==> src/verilog/brc_pkg.sv <==
// Offsets, reset values and field positions of the rail control registers
package brc_pkg;

  // ----------------------------------------------------------------
  // Register offsets
  // ----------------------------------------------------------------
  localparam logic [7:0] RAIL3_DECAY_OFFS = 8'h22;
  localparam logic [7:0] RAIL3_NORMAL_VOLTAGE_OFFS = 8'h23;
  localparam logic [7:0] RAIL3_SLEEP_CONTROL_OFFS = 8'h24;
  localparam logic [7:0] RAIL4_CONTROL_OFFS = 8'h25;
  localparam logic [7:0] RAIL5_CONTROL_OFFS = 8'h26;

  // ----------------------------------------------------------------
  // Reset values
  // ----------------------------------------------------------------
  localparam logic [7:0] RAIL3_DECAY_RST = 8'h70;
  localparam logic [7:0] RAIL3_NORMAL_VOLTAGE_RST = 8'h70;
  localparam logic [7:0] RAIL3_SLEEP_CONTROL_RST = 8'h70;
  localparam logic [5:0] RAIL_CONTROL_RST = 6'h0d;

  // ----------------------------------------------------------------
  // Field positions
  // ----------------------------------------------------------------
  localparam int CODE_MSB = 7;
  localparam int CODE_LSB = 1;
  localparam int RAIL3_SLEEP_ENABLE_BIT = 0;
  localparam int RAIL3_DECAY_BIT = 0;
  localparam int SLEEP_ENABLE_MSB = 5;
  localparam int SLEEP_ENABLE_LSB = 4;
  localparam int CODE_USE_MSB = 3;
  localparam int CODE_USE_LSB = 2;
  localparam int OPERATING_MODE_BIT = 1;
  localparam int ON_CONTROL_BIT = 0;
  localparam logic [1:0] CODE_USE_KEEP = 2'h3;
  localparam logic [1:0] SLEEP_DISABLED = 2'h0;
  localparam int NUM_CTL_RAILS = 2;

endpackage

==> src/verilog/brc_sync.sv <==
// Two-flop synchroniser for pin levels
module brc_sync #(
  parameter int WIDTH = 2
) (
  input wire logic clk_i, // Device clock
  input wire logic rst_i, // Async reset, active high
  input wire logic [WIDTH-1:0] d_i, // Asynchronous levels
  output logic [WIDTH-1:0] q_o // Synchronised levels
);

  logic [WIDTH-1:0] meta_ff;
  logic [WIDTH-1:0] sync_ff;

  always_ff @(posedge clk_i or posedge rst_i)
  begin
    if (rst_i)
    begin
      meta_ff <= '0;
      sync_ff <= '0;
    end
    else
    begin
      meta_ff <= d_i;
      sync_ff <= meta_ff;
    end
  end

  assign q_o = sync_ff;

endmodule

==> src/verilog/brc_rail_regs.sv <==
// Rail three to five control register bank with sleep code copy
// Behaviour
// RULE1: Rail three normal code in bits 7-1 at 0x23, resets to 38h.
// RULE2: Rail three sleep code in bits 7-1 at 0x24, resets to 38h.
// RULE3: On sleep entry the sleep code is copied into the normal code.
// RULE4: Bit 0 at 0x24 enables rail three sleep, pin chosen by factory.
// RULE5: Rail four sleep enable bits 5-4 at 0x25; any nonzero enables.
// RULE6: Host keeps bits 3-2 at 0x25 at 3h, else codes ignored.
// RULE7: Bit 1 at 0x25 picks rail four automatic or forced PWM mode.
// RULE8: Bit 0 at 0x25 zero turns rail four off whatever the pins say.
// RULE9: Rail five sleep enable bits 5-4 at 0x26; any nonzero enables.
// RULE10: Host keeps bits 3-2 at 0x26 at 3h, else codes ignored.
// RULE11: Bit 1 at 0x26 picks rail five automatic or forced PWM mode.
// RULE12: Bit 0 at 0x26 zero turns rail five off whatever the pins say.
// RULE13: Rail three decay bit: 0 slews down, 1 decays with load.
// RULE14: Reserved upper bits of rail four and five registers read zero.
// RULE15: Reserved bit 0 at 0x23 stores and reads back, resets zero.
module brc_rail_regs
  import brc_pkg::*;
(
  input wire logic clk_i, // Device clock, 25 MHz
  input wire logic rst_i, // Async reset, active high
  input wire logic wr_en_i, // Register write strobe
  input wire logic rd_en_i, // Register read strobe
  input wire logic [7:0] addr_i, // Register offset
  input wire logic [7:0] wdata_i, // Write data
  input wire logic sleep_pin_a_i, // Sleep pin a, high requests sleep
  input wire logic sleep_pin_b_i, // Sleep pin b, high requests sleep
  input wire logic [2:0] sleep_pin_sel_i, // Factory pin choice, rails 3..5
  input wire logic [1:0] rail_seq_on_i, // Sequencer on request, rails 4..5
  output logic [7:0] rdata_o, // Read data, valid cycle after rd_en_i
  output logic [6:0] rail3_voltage_code_o, // Rail three active code
  output logic rail3_sleep_o, // Rail three in sleep
  output logic rail3_decay_select_o, // Rail three decay select
  output logic [1:0] rail_sleep_o, // Rails 4..5 in sleep
  output logic [1:0] rail_pwm_o, // Rails 4..5 forced PWM
  output logic [1:0] rail_on_o, // Rails 4..5 enabled
  output logic [1:0] rail_code_ignored_o // Rails 4..5 codes ignored
);

  // ----------------------------------------------------------------
  // Pin synchronisation
  // ----------------------------------------------------------------
  logic [1:0] pin_sync;

  brc_sync #(
    .WIDTH(2)
  ) u_sync (
    .clk_i(clk_i),
    .rst_i(rst_i),
    .d_i({sleep_pin_b_i, sleep_pin_a_i}),
    .q_o(pin_sync)
  );

  // ----------------------------------------------------------------
  // Rail three registers
  // ----------------------------------------------------------------
  logic [7:0] decay_ff;
  logic [7:0] normal_ff;
  logic [7:0] sleep_ctl_ff;
  logic rail3_asleep_ff;
  logic rail3_sleep_req;
  logic rail3_enter;
  logic wr_decay;
  logic wr_normal;
  logic wr_sleep;

  assign wr_decay = wr_en_i && (addr_i == RAIL3_DECAY_OFFS);
  assign wr_normal = wr_en_i && (addr_i == RAIL3_NORMAL_VOLTAGE_OFFS);
  assign wr_sleep = wr_en_i && (addr_i == RAIL3_SLEEP_CONTROL_OFFS);

  // Factory choice picks the pin; the enable bit gates it
  assign rail3_sleep_req = sleep_ctl_ff[RAIL3_SLEEP_ENABLE_BIT] &&
                           (sleep_pin_sel_i[0] ? pin_sync[1] : pin_sync[0]); // RULE4
  assign rail3_enter = rail3_sleep_req && !rail3_asleep_ff;

  always_ff @(posedge clk_i or posedge rst_i)
  begin
    if (rst_i)
      decay_ff <= RAIL3_DECAY_RST;
    else if (wr_decay)
      decay_ff <= wdata_i; // RULE13
  end

  // Sleep entry copy beats a same-cycle host write of the code field
  always_ff @(posedge clk_i or posedge rst_i)
  begin
    if (rst_i)
      normal_ff <= RAIL3_NORMAL_VOLTAGE_RST; // RULE1
    else
    begin
      if (rail3_enter)
        normal_ff[CODE_MSB:CODE_LSB] <= sleep_ctl_ff[CODE_MSB:CODE_LSB]; // RULE3
      else if (wr_normal)
        normal_ff[CODE_MSB:CODE_LSB] <= wdata_i[CODE_MSB:CODE_LSB]; // RULE1
      if (wr_normal)
        normal_ff[0] <= wdata_i[0]; // RULE15
    end
  end

  always_ff @(posedge clk_i or posedge rst_i)
  begin
    if (rst_i)
      sleep_ctl_ff <= RAIL3_SLEEP_CONTROL_RST; // RULE2
    else if (wr_sleep)
      sleep_ctl_ff <= wdata_i; // RULE2
  end

  always_ff @(posedge clk_i or posedge rst_i)
  begin
    if (rst_i)
      rail3_asleep_ff <= 1'b0;
    else
      rail3_asleep_ff <= rail3_sleep_req;
  end

  // ----------------------------------------------------------------
  // Rail four and five control registers
  // ----------------------------------------------------------------
  logic [5:0] ctl_ff [NUM_CTL_RAILS];

  for (genvar i = 0; i < NUM_CTL_RAILS; i++)
  begin : g_rail
    logic [7:0] offs;
    logic pin;
    assign offs = (i == 0) ? RAIL4_CONTROL_OFFS : RAIL5_CONTROL_OFFS;
    assign pin = sleep_pin_sel_i[i+1] ? pin_sync[1] : pin_sync[0];

    // Bits 7-6 are not stored, so writes there are dropped
    always_ff @(posedge clk_i or posedge rst_i)
    begin
      if (rst_i)
        ctl_ff[i] <= RAIL_CONTROL_RST;
      else if (wr_en_i && (addr_i == offs))
        ctl_ff[i] <= wdata_i[5:0]; // RULE14
    end

    always_ff @(posedge clk_i or posedge rst_i)
    begin
      if (rst_i)
      begin
        rail_sleep_o[i] <= 1'b0;
        rail_pwm_o[i] <= 1'b0;
        rail_on_o[i] <= 1'b0;
        rail_code_ignored_o[i] <= 1'b0;
      end
      else
      begin
        rail_sleep_o[i] <= (ctl_ff[i][SLEEP_ENABLE_MSB:SLEEP_ENABLE_LSB] != SLEEP_DISABLED)
                           && pin; // RULE5 RULE9
        rail_pwm_o[i] <= ctl_ff[i][OPERATING_MODE_BIT]; // RULE7 RULE11
        // Register bit overrides the sequencer; it can only hold a rail off
        rail_on_o[i] <= ctl_ff[i][ON_CONTROL_BIT] && rail_seq_on_i[i]; // RULE8 RULE12
        // Flags host misuse of the code-use field
        rail_code_ignored_o[i] <= ctl_ff[i][CODE_USE_MSB:CODE_USE_LSB] != CODE_USE_KEEP; // RULE6 RULE10
      end
    end
  end

  // ----------------------------------------------------------------
  // Rail three outputs and read port
  // ----------------------------------------------------------------
  logic [7:0] nxt_rdata;

  always_comb
  begin
    case (addr_i)
      RAIL3_DECAY_OFFS: nxt_rdata = decay_ff;
      RAIL3_NORMAL_VOLTAGE_OFFS: nxt_rdata = normal_ff;
      RAIL3_SLEEP_CONTROL_OFFS: nxt_rdata = sleep_ctl_ff;
      RAIL4_CONTROL_OFFS: nxt_rdata = {2'h0, ctl_ff[0]}; // RULE14
      RAIL5_CONTROL_OFFS: nxt_rdata = {2'h0, ctl_ff[1]}; // RULE14
      default: nxt_rdata = 8'h00;
    endcase
  end

  always_ff @(posedge clk_i or posedge rst_i)
  begin
    if (rst_i)
      rdata_o <= 8'h00;
    else if (rd_en_i)
      rdata_o <= nxt_rdata;
  end

  // Sleep code drives the rail while asleep even if rewritten meanwhile
  always_ff @(posedge clk_i or posedge rst_i)
  begin
    if (rst_i)
    begin
      rail3_voltage_code_o <= RAIL3_NORMAL_VOLTAGE_RST[CODE_MSB:CODE_LSB];
      rail3_sleep_o <= 1'b0;
      rail3_decay_select_o <= 1'b0;
    end
    else
    begin
      rail3_voltage_code_o <= rail3_asleep_ff ? sleep_ctl_ff[CODE_MSB:CODE_LSB]
                                              : normal_ff[CODE_MSB:CODE_LSB]; // RULE1
      rail3_sleep_o <= rail3_asleep_ff; // RULE4
      rail3_decay_select_o <= decay_ff[RAIL3_DECAY_BIT]; // RULE13
    end
  end
endmodule

==> config.mk <==
export PLATFORM = sky130hd
export DESIGN_NAME = brc_rail_regs
export DESIGN_NICKNAME = d
export VERILOG_FILES = /design/src/verilog/brc_pkg.sv /design/src/verilog/brc_sync.sv /design/src/verilog/brc_rail_regs.sv
export SDC_FILE = /design/constraint.sdc
export NUM_CORES = 1
export LEC_CHECK = 0
export BUFFER_PORTS_ARGS = -buffer_cell sky130_fd_sc_hd__clkbuf_2
export CAP_MARGIN = 5
export CORE_ASPECT_RATIO = 2
export CORE_UTILIZATION = 30
export CTS_CLUSTER_SIZE = 30
export DETAILED_ROUTE_END_ITERATION = 6
export PLACE_DENSITY = 0.54
export SYNTH_ARGS = -nofsm -noshare
export SYNTH_HDL_FRONTEND = slang
export SYNTH_SLANG_ARGS = --single-unit
==> constraint.sdc <==
create_clock -name clk_i -period 5.6 [get_ports clk_i]
set_input_delay 1.12 -clock clk_i [delete_from_list [all_inputs] [get_ports clk_i]]
set_output_delay 1.12 -clock clk_i [all_outputs]
set_load 0.02 [all_outputs]
==> results.yml, run 1 <==
synthesis:
  yosysTopAreaCell: "dfrtp_1"
  synth_compound_area_share_pct: 6.605
  synth_top_family_by_area: "multiplexers"
  yosys.area_share.simple_pct: 10.35
  syn-mean-instance-area_um2: 12.80
  synthMuxAreaShare_pct: 20.34
  synth_cell_types: 30
  synth-adder-area-share_pct: 0
  yosys_warnings: 0
  syn-num-nets: 249
  ys_seq_area_share_pct: 58.92
  synth_xor_area_share_pct: 0
  ys_ff_latch: 66
  synthTopCellsByArea: "dfrtp_1, dfstp_2, mux2_2"
  syn_area_um2: 2841
  netlist.area_leader.share_pct: 42.27
  netlist_instances: 222
detailed_routing:
  drc_errors: 0
  drtIter0Drc: 114
  vias: 1858
  routed_wl_um: 6231
  ant_nets: 0
  avgViaCountPerCell: 4.851
  wl_per_cell_um: 16.27
  dr.pass1.iters: 6
timing:
  worstMarginPinSlew_ps: 833.0
  rsz0062_at_grt: "no"
  fin_crit_sh_pct: 45.21
  clock_skew_ps: 3.007
  fin_ws_ps: 3068
  holdWs_ps: 354.0
  period_minus_slack_ps: 2532
  fin_setup_tns_ps: 0
  slew-limit-headroom_pct: 44.47
  drv_slew: 0
  setup_violations: 0
  fmax_ghz: 0.3950
  finalHoldViolCount: 0
clock_tree:
  postCtsSetupBuffers: 0
  cts_hold_buf: 0
  cts_buffers: 9
  clock_path_buffers: 2
  cts-resized-gates: 0
  clock_tree.root_cell: "clkbuf_16"
  ctsHtreeMaxLevel: 3
  clk_transition_reported_paths_ps: 50
  clock-sinks: 66
  cts_tree: "built"
  worstSkewPairLatency_ps: 330
setup_path:
  r2r_cells: 3
  critPathSlowestCell: "nand4_1"
  critPathLaunch: "addr_i[0]"
  arrival_ps: 2740
  worstPathMaxFanout: 20
  worstSetupEndpointType: "flop"
  cpPeakStageDelay_ps: 670
  crit_path_cell_trace: "clkbuf_2 -> nand4_1 -> mux2_2"
  critPathRequiredTime_ps: 5810
  startpoint_type: "primary input"
  timing.rr.end: "normal_ff[7]"
  crit_end: "normal_ff[0]"
  r2r_slack_ps: 3790
  timing.rr.start: "rail3_asleep_ff"
  path_class: "in2reg"
run_status:
  status: "complete, no violations"
final_layout:
  area_delta_synth_final_pct: 22.85
  n_fill_cell: 887
  num_antenna_cells: 0
  drive_gt1_share_pct: 46.26
  final_core_util_pct: 38.47
  layout.area.seq_um2: 1674
  multi_input_area_um2: 1060
  final_nets: 303
floorplan:
  num_rows: 49
  core-area_um2: 9074
  pin_count: 52
  die_h_um: 139.6
  initial_core_util_pct: 31.32
  design.die.area_um2: 9888
  die_width_um: 70.82
grt:
  overflow: 0
  grt_first_pass_wirelength_um: 10470
  grt_max_degree: 67
  track_usage_pct: 14.27
  antenna_found_initial: 0
  grt_pass1_vias: 2013
flow_run:
  maxCapViolCount: 0
hold_path:
  hp-class: "reg2reg"
pwr:
  vdd_drop_max_mv: 0.1537
  p_per_area_nw_per_um2: 334.4
  fin_total_pwr_mw: 1.167
  static-leakage-power_nw: 1.681
placement:
  place_worst_setup_slack_ps: 2723
  post-dp-hpwl_um: 4480
  portBuffers: 51
  place_congestion: 0.7779
## Yosys cell counts
master,number
o221ai_1,7
a221oi_1,1
mux2_2,38
buf_2,2
o21ai_0,2
nand3b_1,2
nand3b_4,1
a21oi_1,6
nand3_1,9
nor2_1,12
nand2_2,2
nand2_1,9
nor3b_1,1
buf_4,1
mux2i_1,15
inv_1,16
buf_6,1
nor4b_2,1
a311oi_1,1
dfstp_2,18
clkbuf_1,5
dfrtp_1,48
nor2b_1,2
and2_1,5
nand2b_1,2
nand4b_4,1
and2b_1,1
o22ai_1,11
nand4_1,1
or2_2,1
## cell usage in the layout (no fill, tap or decap), drive strengths merged, types with 5 or more instances in the layout
| cell | netlist | routed |
|---|---|---|
| and2 | 5 | 5 |
| clkbuf | 5 | 63 |
| inv | 16 | 16 |
| nor2 | 12 | 12 |
| dfstp | 18 | 18 |
| mux2 | 38 | 38 |
| dfrtp | 48 | 48 |
| o22ai | 11 | 11 |
| o221ai | 7 | 7 |
| nand2 | 11 | 11 |
| nand3 | 9 | 9 |
| a21oi | 6 | 6 |
| mux2i | 15 | 15 |
## layout make-up
type / count / share of cell area, %
sequential: 66 / 47.96
multi-input combinational: 131 / 30.36
timing repair buffer: 52 / 7.527
clock buffer: 12 / 7.348
tap: 102 / 3.656
inverter: 16 / 1.720
clock inverter: 4 / 1.434
## registers in the layout, indices dropped and copies added (netlist names), 7 cells and up
register              count
ctl_ff                   12
decay_ff                  8
normal_ff                 8
rdata_o                   8
sleep_ctl_ff              8
rail3_voltage_code_o      7
## critical path: cells and delay by family
family | cells | cell delay (ps)
multiplexers | 1 | 490
buffers and inverters | 1 | 450
AND/OR/NAND/NOR | 1 | 670
## logic make-up (layout without fill, tap and decap cells)
group           after synthesis  count (layout)
flops                        66              66
compound gates               28              28
mux                          53              53
simple gates                 50              50
buf+inv                      25              84
## per-stage QoR
stage / std cells / cell area (um2)
floorplan: 222 / 2841
global placement: 367 / 3184
detailed placement: 367 / 3184
CTS: 383 / 3491
global route: 383 / 3491
finish: 383 / 3491
## power breakdown
part	total [mW]	leakage [nW]	switching, mW	internal [mW]
sequential	0.520	0.831	0.0149	0.506
clock	0.563	0.145	0.195	0.368
combinational	0.0844	0.705	0.0483	0.0361
## per-layer routing
layer  share of wire [%]  wire, um  vias up  GRT usage (%)
met3                 3.8       235        8          3.548
met2                  57      3530       39          25.00
met4                 2.3       146        0          7.263
met1                  37      2318      921          15.64
li1                    -         -      890              -
met5                   0         0        -              0
## worst min-delay path by stage
stage                            from            end  slack (ps)  cells past startpoint
finish              u_sync.meta_ff[1]  u_sync.q_o[1]         350                      0
global route        u_sync.meta_ff[1]  u_sync.q_o[1]         370                      0
CTS                 u_sync.meta_ff[1]  u_sync.q_o[1]         360                      0
detailed placement  u_sync.meta_ff[1]  u_sync.q_o[1]         350                      0
global placement    u_sync.meta_ff[0]  u_sync.q_o[0]         330                      0
floorplan           u_sync.meta_ff[0]  u_sync.q_o[0]         330                      0
(Power assumes the default switching activity.)
==> inputs of run 2 (changes only) <==
--- a/config.mk
+++ b/config.mk
@@ -11,7 +11,7 @@
 export CORE_UTILIZATION = 30
 export CTS_CLUSTER_SIZE = 30
 export DETAILED_ROUTE_END_ITERATION = 6
-export PLACE_DENSITY = 0.54
+export PLACE_DENSITY = 0.56
 export SYNTH_ARGS = -nofsm -noshare
 export SYNTH_HDL_FRONTEND = slang
 export SYNTH_SLANG_ARGS = --single-unit
==> constraint.sdc (replaced) <==
create_clock -name clk_i -period 2.05 [get_ports clk_i]
set_input_delay 0.41 -clock clk_i [delete_from_list [all_inputs] [get_ports clk_i]]
set_output_delay 0.41 -clock clk_i [all_outputs]
set_load 0.02 [all_outputs]
==> results.yml, run 2 (same netlist as run 1, synthesis figures left out) <==
run_status:
  status: "complete, no violations"
clock_tree:
  cts_buffers: 9
  cts_tree: "built"
  clock-sinks: 66
  ctsHtreeMaxLevel: 3
  worstSkewPairLatency_ps: 330
  cts-resized-gates: 0
  clk_transition_reported_paths_ps: 50
  clock_path_buffers: 2
  cts_hold_buf: 0
  postCtsSetupBuffers: 0
  clock_tree.root_cell: "clkbuf_16"
setup_path:
  path_class: "in2reg"
  r2r_cells: 4
  worstSetupEndpointType: "flop"
  critPathTopFamily: "simple AND/OR/NAND/NOR gates"
  timing.rr.start: "rail3_asleep_ff"
  cpPeakStageDelay_ps: 350
  crit_path_cell_trace: "clkbuf_2 -> nor4b_2 -> and2_1 -> nand3b_4 -> mux2_2"
  r2r_slack_ps: 720
  timing.rr.end: "normal_ff[2]"
  arrival_ps: 1700
  critPathSlowestCell: "and2_1"
  startpoint_type: "primary input"
  critPathBufInv: 1
  critPathRequiredTime_ps: 2260
  worstPathMaxFanout: 8
final_layout:
  final_common_cell: "clkbuf_2"
  layout_common_cells: "clkbuf_2, dfrtp_1, mux2_2"
  area_delta_synth_final_pct: 24.04
  largest_reg_flops: 12
  n_fill_cell: 917
  drive_gt1_share_pct: 46.50
  fin_area_um2: 3525
  final_nets: 308
  num_antenna_cells: 0
  top_register: "ctl_ff"
timing:
  fin_setup_tns_ps: 0
  rsz0062_at_grt: "no"
  fmax_ghz: 0.6697
  holdWs_ps: 123.0
  worstMarginPinSlew_ps: 446.9
  setup_violations: 0
  fin_crit_sh_pct: 72.84
  finalHoldViolCount: 0
  period_minus_slack_ps: 1493
  slew-limit-headroom_pct: 70.21
  clock_skew_ps: 5.789
  drv_slew: 0
grt:
  track_usage_pct: 13.85
  grt_first_pass_wirelength_um: 10050
  grt_max_degree: 67
  grt_pass1_vias: 1932
  overflow: 0
  antenna_found_initial: 0
detailed_routing:
  wl_per_cell_um: 16.17
  routed_wl_um: 6273
  vias: 1876
  drtIter0Drc: 93
  dr.pass1.iters: 6
  drc_errors: 0
  ant_nets: 0
  avgViaCountPerCell: 4.835
pwr:
  vdd_drop_max_mv: 0.4099
  static-leakage-power_nw: 1.706
  p_per_area_nw_per_um2: 897.1
  fin_total_pwr_mw: 3.162
floorplan:
  core-area_um2: 9074
  design.die.area_um2: 9888
  num_rows: 49
  pin_count: 52
  initial_core_util_pct: 31.32
  die_width_um: 70.82
  die_h_um: 139.6
placement:
  place_congestion: 0.7379
  placed_cell_area_um2: 3234
  portBuffers: 51
  post-dp-hpwl_um: 4534
flow_run:
  maxCapViolCount: 0
hold_path:
  hp-class: "in2async"
==> run 2: changes by cell type in the layout (fill, tap and decap cells not counted) <==
cell	delta
buf_12	+1
clkbuf_8	-1
buf_4	+4
clkinvlp_4	-2
clkinv_2	+1
clkbuf_1	+2
==> run 2: through the flow <==
stage          utilization, %  worst slack [ps]  cells
2_1_floorplan               -             14.98    222
3_3_place_gp            35.65             232.3    372
3_5_place_dp            35.65             211.7    372
4_1_cts                 38.84             553.2    388
5_1_grt                 38.84             458.2    388
6_report                38.84             556.8    388
==> run 2: worst register-to-register path: stages (launching register included) <==
cell and delay, ps:
dfrtp_1 610, nand3b_1 170, buf_4 240, nand2_1 80, o221ai_1 150
==> run 2: worst max-delay path by stage <==
stage / start / to / cells after the start
floorplan: rst_i / ctl_ff[10] / 1
global placement: addr_i[7] / sleep_ctl_ff[2] / 5
detailed placement: addr_i[7] / sleep_ctl_ff[0] / 5
CTS: addr_i[7] / decay_ff[1] / 5
global route: addr_i[7] / sleep_ctl_ff[1] / 5
finish: addr_i[7] / decay_ff[1] / 5
==> run 2: report_power, final <==
group / internal (mW) / leakage [nW] / total, mW / switching, mW
Sequential: 1.38 / 0.831 / 1.42 / 0.0391
Clock: 0.971 / 0.144 / 1.50 / 0.532
Combinational: 0.105 / 0.731 / 0.239 / 0.135
Total: 2.46 / 1.71 / 3.16 / 0.706
==> run 2: area by class of cell <==
cell class	count	area (um2)	area share, %
Multi-Input combinational cell	131	1060	30.07
Tap cell	102	127.6	3.621
Inverter	16	60.06	1.704
Timing Repair Buffer	57	312.8	8.875
Sequential cell	66	1674	47.50
Clock inverter	3	40.04	1.136
Clock buffer	13	250.2	7.100
==> run 2: layer usage <==
| layer | vias up | routed length (um) | global-route usage (%) |
|---|---|---|---|
| li1 | 900 | - | - |
| met1 | 932 | 2433 | 14.39 |
| met2 | 34 | 3506 | 25.20 |
| met3 | 10 | 166 | 2.969 |
| met4 | 0 | 166 | 7.579 |
| met5 | - | 0 | 0 |
==> inputs of run 3 (changes only) <==
--- a/config.mk
+++ b/config.mk
@@ -11,7 +11,7 @@
 export CORE_UTILIZATION = 30
 export CTS_CLUSTER_SIZE = 30
 export DETAILED_ROUTE_END_ITERATION = 6
-export PLACE_DENSITY = 0.56
+export PLACE_DENSITY = 0.54
 export SYNTH_ARGS = -nofsm -noshare
 export SYNTH_HDL_FRONTEND = slang
 export SYNTH_SLANG_ARGS = --single-unit
==> constraint.sdc (replaced) <==
create_clock -name clk_i -period 1.4 [get_ports clk_i]
set_input_delay 0.28 -clock clk_i [delete_from_list [all_inputs] [get_ports clk_i]]
set_output_delay 0.28 -clock clk_i [all_outputs]
set_load 0.02 [all_outputs]
==> results.yml, run 3 (same netlist as run 1, synthesis figures left out) <==
clock_tree:
  cts_tree: "built"
  clock_tree.root_cell: "clkbuf_16"
  ctsHtreeMaxLevel: 3
  clock_path_buffers: 2
  cts_buffers: 9
  cts_hold_buf: 0
  clk_transition_reported_paths_ps: 50
  clock-sinks: 66
  worstSkewPairLatency_ps: 330
  cts-resized-gates: 0
  postCtsSetupBuffers: 0
final_layout:
  fin_area_um2: 3598
  layout_common_cells: "clkbuf_2, dfrtp_1, mux2_2"
  final_core_util_pct: 39.66
  top_register: "ctl_ff"
  fin_cells: 399
  final_nets: 319
  n_fill_cell: 910
  num_antenna_cells: 0
  area_delta_synth_final_pct: 26.64
  drive_gt1_share_pct: 48.48
  largest_reg_flops: 12
  final_common_cell: "clkbuf_2"
timing:
  rsz0062_at_grt: "no"
  slew-limit-headroom_pct: 76.28
  fin_setup_tns_ps: 0
  fmax_ghz: 0.7775
  setup_violations: 0
  fin_crit_sh_pct: 91.87
  period_minus_slack_ps: 1286
  worstMarginPinSlew_ps: 355.9
  clock_skew_ps: 5.728
  finalHoldViolCount: 0
  drv_slew: 0
placement:
  portBuffers: 51
  placed_cell_area_um2: 3333
  post-dp-hpwl_um: 4751
  place_congestion: 0.7471
  post-place-cells: 383
pwr:
  pwr-share-seq_pct: 46.5
  intPower_mw: 3.431
  power_frac_clock_pct: 45.0
  swShare_pct: 23.16
  static-leakage-power_nw: 1.754
  p_sw_mw: 1.034
  p_per_area_nw_per_um2: 1241
  vdd_drop_max_mv: 0.5995
  power.share.combinational_pct: 8.5
flow_run:
  maxCapViolCount: 0
floorplan:
  num_rows: 49
  core-area_um2: 9074
  initial_core_util_pct: 31.32
  pin_count: 52
  design.die.area_um2: 9888
  die_width_um: 70.82
  die_h_um: 139.6
grt:
  overflow: 0
  grt_first_pass_wirelength_um: 10630
  antenna_found_initial: 0
  grt_max_degree: 67
  track_usage_pct: 14.65
  grt_pass1_vias: 2144
detailed_routing:
  drc_errors: 0
  dr.pass1.iters: 7
  ant_nets: 0
  wl_met1_um: 2381
  vias: 1937
  top_layer_used: "met4"
  drtIter0Drc: 102
  wl_met3_um: 173
  avgViaCountPerCell: 4.855
  wl_met2_um: 3776
  wl_per_cell_um: 16.32
  routed_wl_um: 6512
setup_path:
  worstPathMaxFanout: 8
  path_class: "in2reg"
  startpoint_type: "primary input"
  r2r_cells: 5
  worstSetupEndpointType: "flop"
  critPathRequiredTime_ps: 1610
  arrival_ps: 1490
run_status:
  status: "complete, no violations"
hold_path:
  hp-class: "in2async"
-- run 3: cell count changes in the layout (fill, tap and decap cells not counted) --
cell        previous run  this run
buf_4                  5        15
buf_12                 1         2
bufinv_16              1         0
clkinv_2               2         3
clkinvlp_4             0         1
inv_2                  1         0
-- run 3: routing by layer --
metal / GRT usage (%) / vias up
li1: - / 930
met1: 14.69 / 954
met2: 27.33 / 42
met3: 2.317 / 11
met4: 9.053 / 0
met5: 0 / -
-- run 3: power by group through the flow --
stage	clock (mW)	sequential, mW	combinational [mW]
2_1_floorplan	0	2.12	0.197
3_3_place_gp	0	2.11	0.380
3_5_place_dp	0	2.11	0.387
4_1_cts	2.05	2.08	0.389
5_1_grt	2.13	2.09	0.419
6_report	2.01	2.08	0.379
-- run 3: layout make-up --
cell class                      instances  area (um2)  share of cell area [%]
Sequential cell                        66        1674                   46.52
Clock buffer                           13       250.2                   6.954
Timing Repair Buffer                   68       407.9                   11.34
Inverter                               16       63.81                   1.773
Clock inverter                          3       15.01                  0.4172
Multi-Input combinational cell        131        1060                   29.45
Tap cell                              102       127.6                   3.547
-- run 3: critical path, stage by stage --
cell	delay [ps]
clkbuf_2	100
nor4b_2	310
and2_1	170
buf_4	150
nand2_2	160
mux2_2	320
-- run 3: final timing paths --
path | startpoint | end | slack (ps)
worst max-delay path | addr_i[7] | sleep_ctl_ff[3] | 110
worst min-delay path | rst_i | rail3_sleep_o | 20
worst max register to register | u_sync.q_o[1] | normal_ff[5] | 110
worst min register to register | u_sync.meta_ff[1] | u_sync.q_o[1] | 350
max in group asynchronous | rst_i | ctl_ff[3] | 1040
min in group clk_i | sleep_pin_b_i | u_sync.meta_ff[1] | 60
-- run 3: stage by stage --
step	setup WS, ps	total power, mW	hold slack [ps]
final	113.8	4.465	17.59
after global routing	13.75	4.639	60.59
after CTS	104.4	4.517	44.24
after detailed placement	-223.5	2.496	347.0
after global placement	-194.3	2.487	332.7
after floorplan	15.25	2.320	311.4
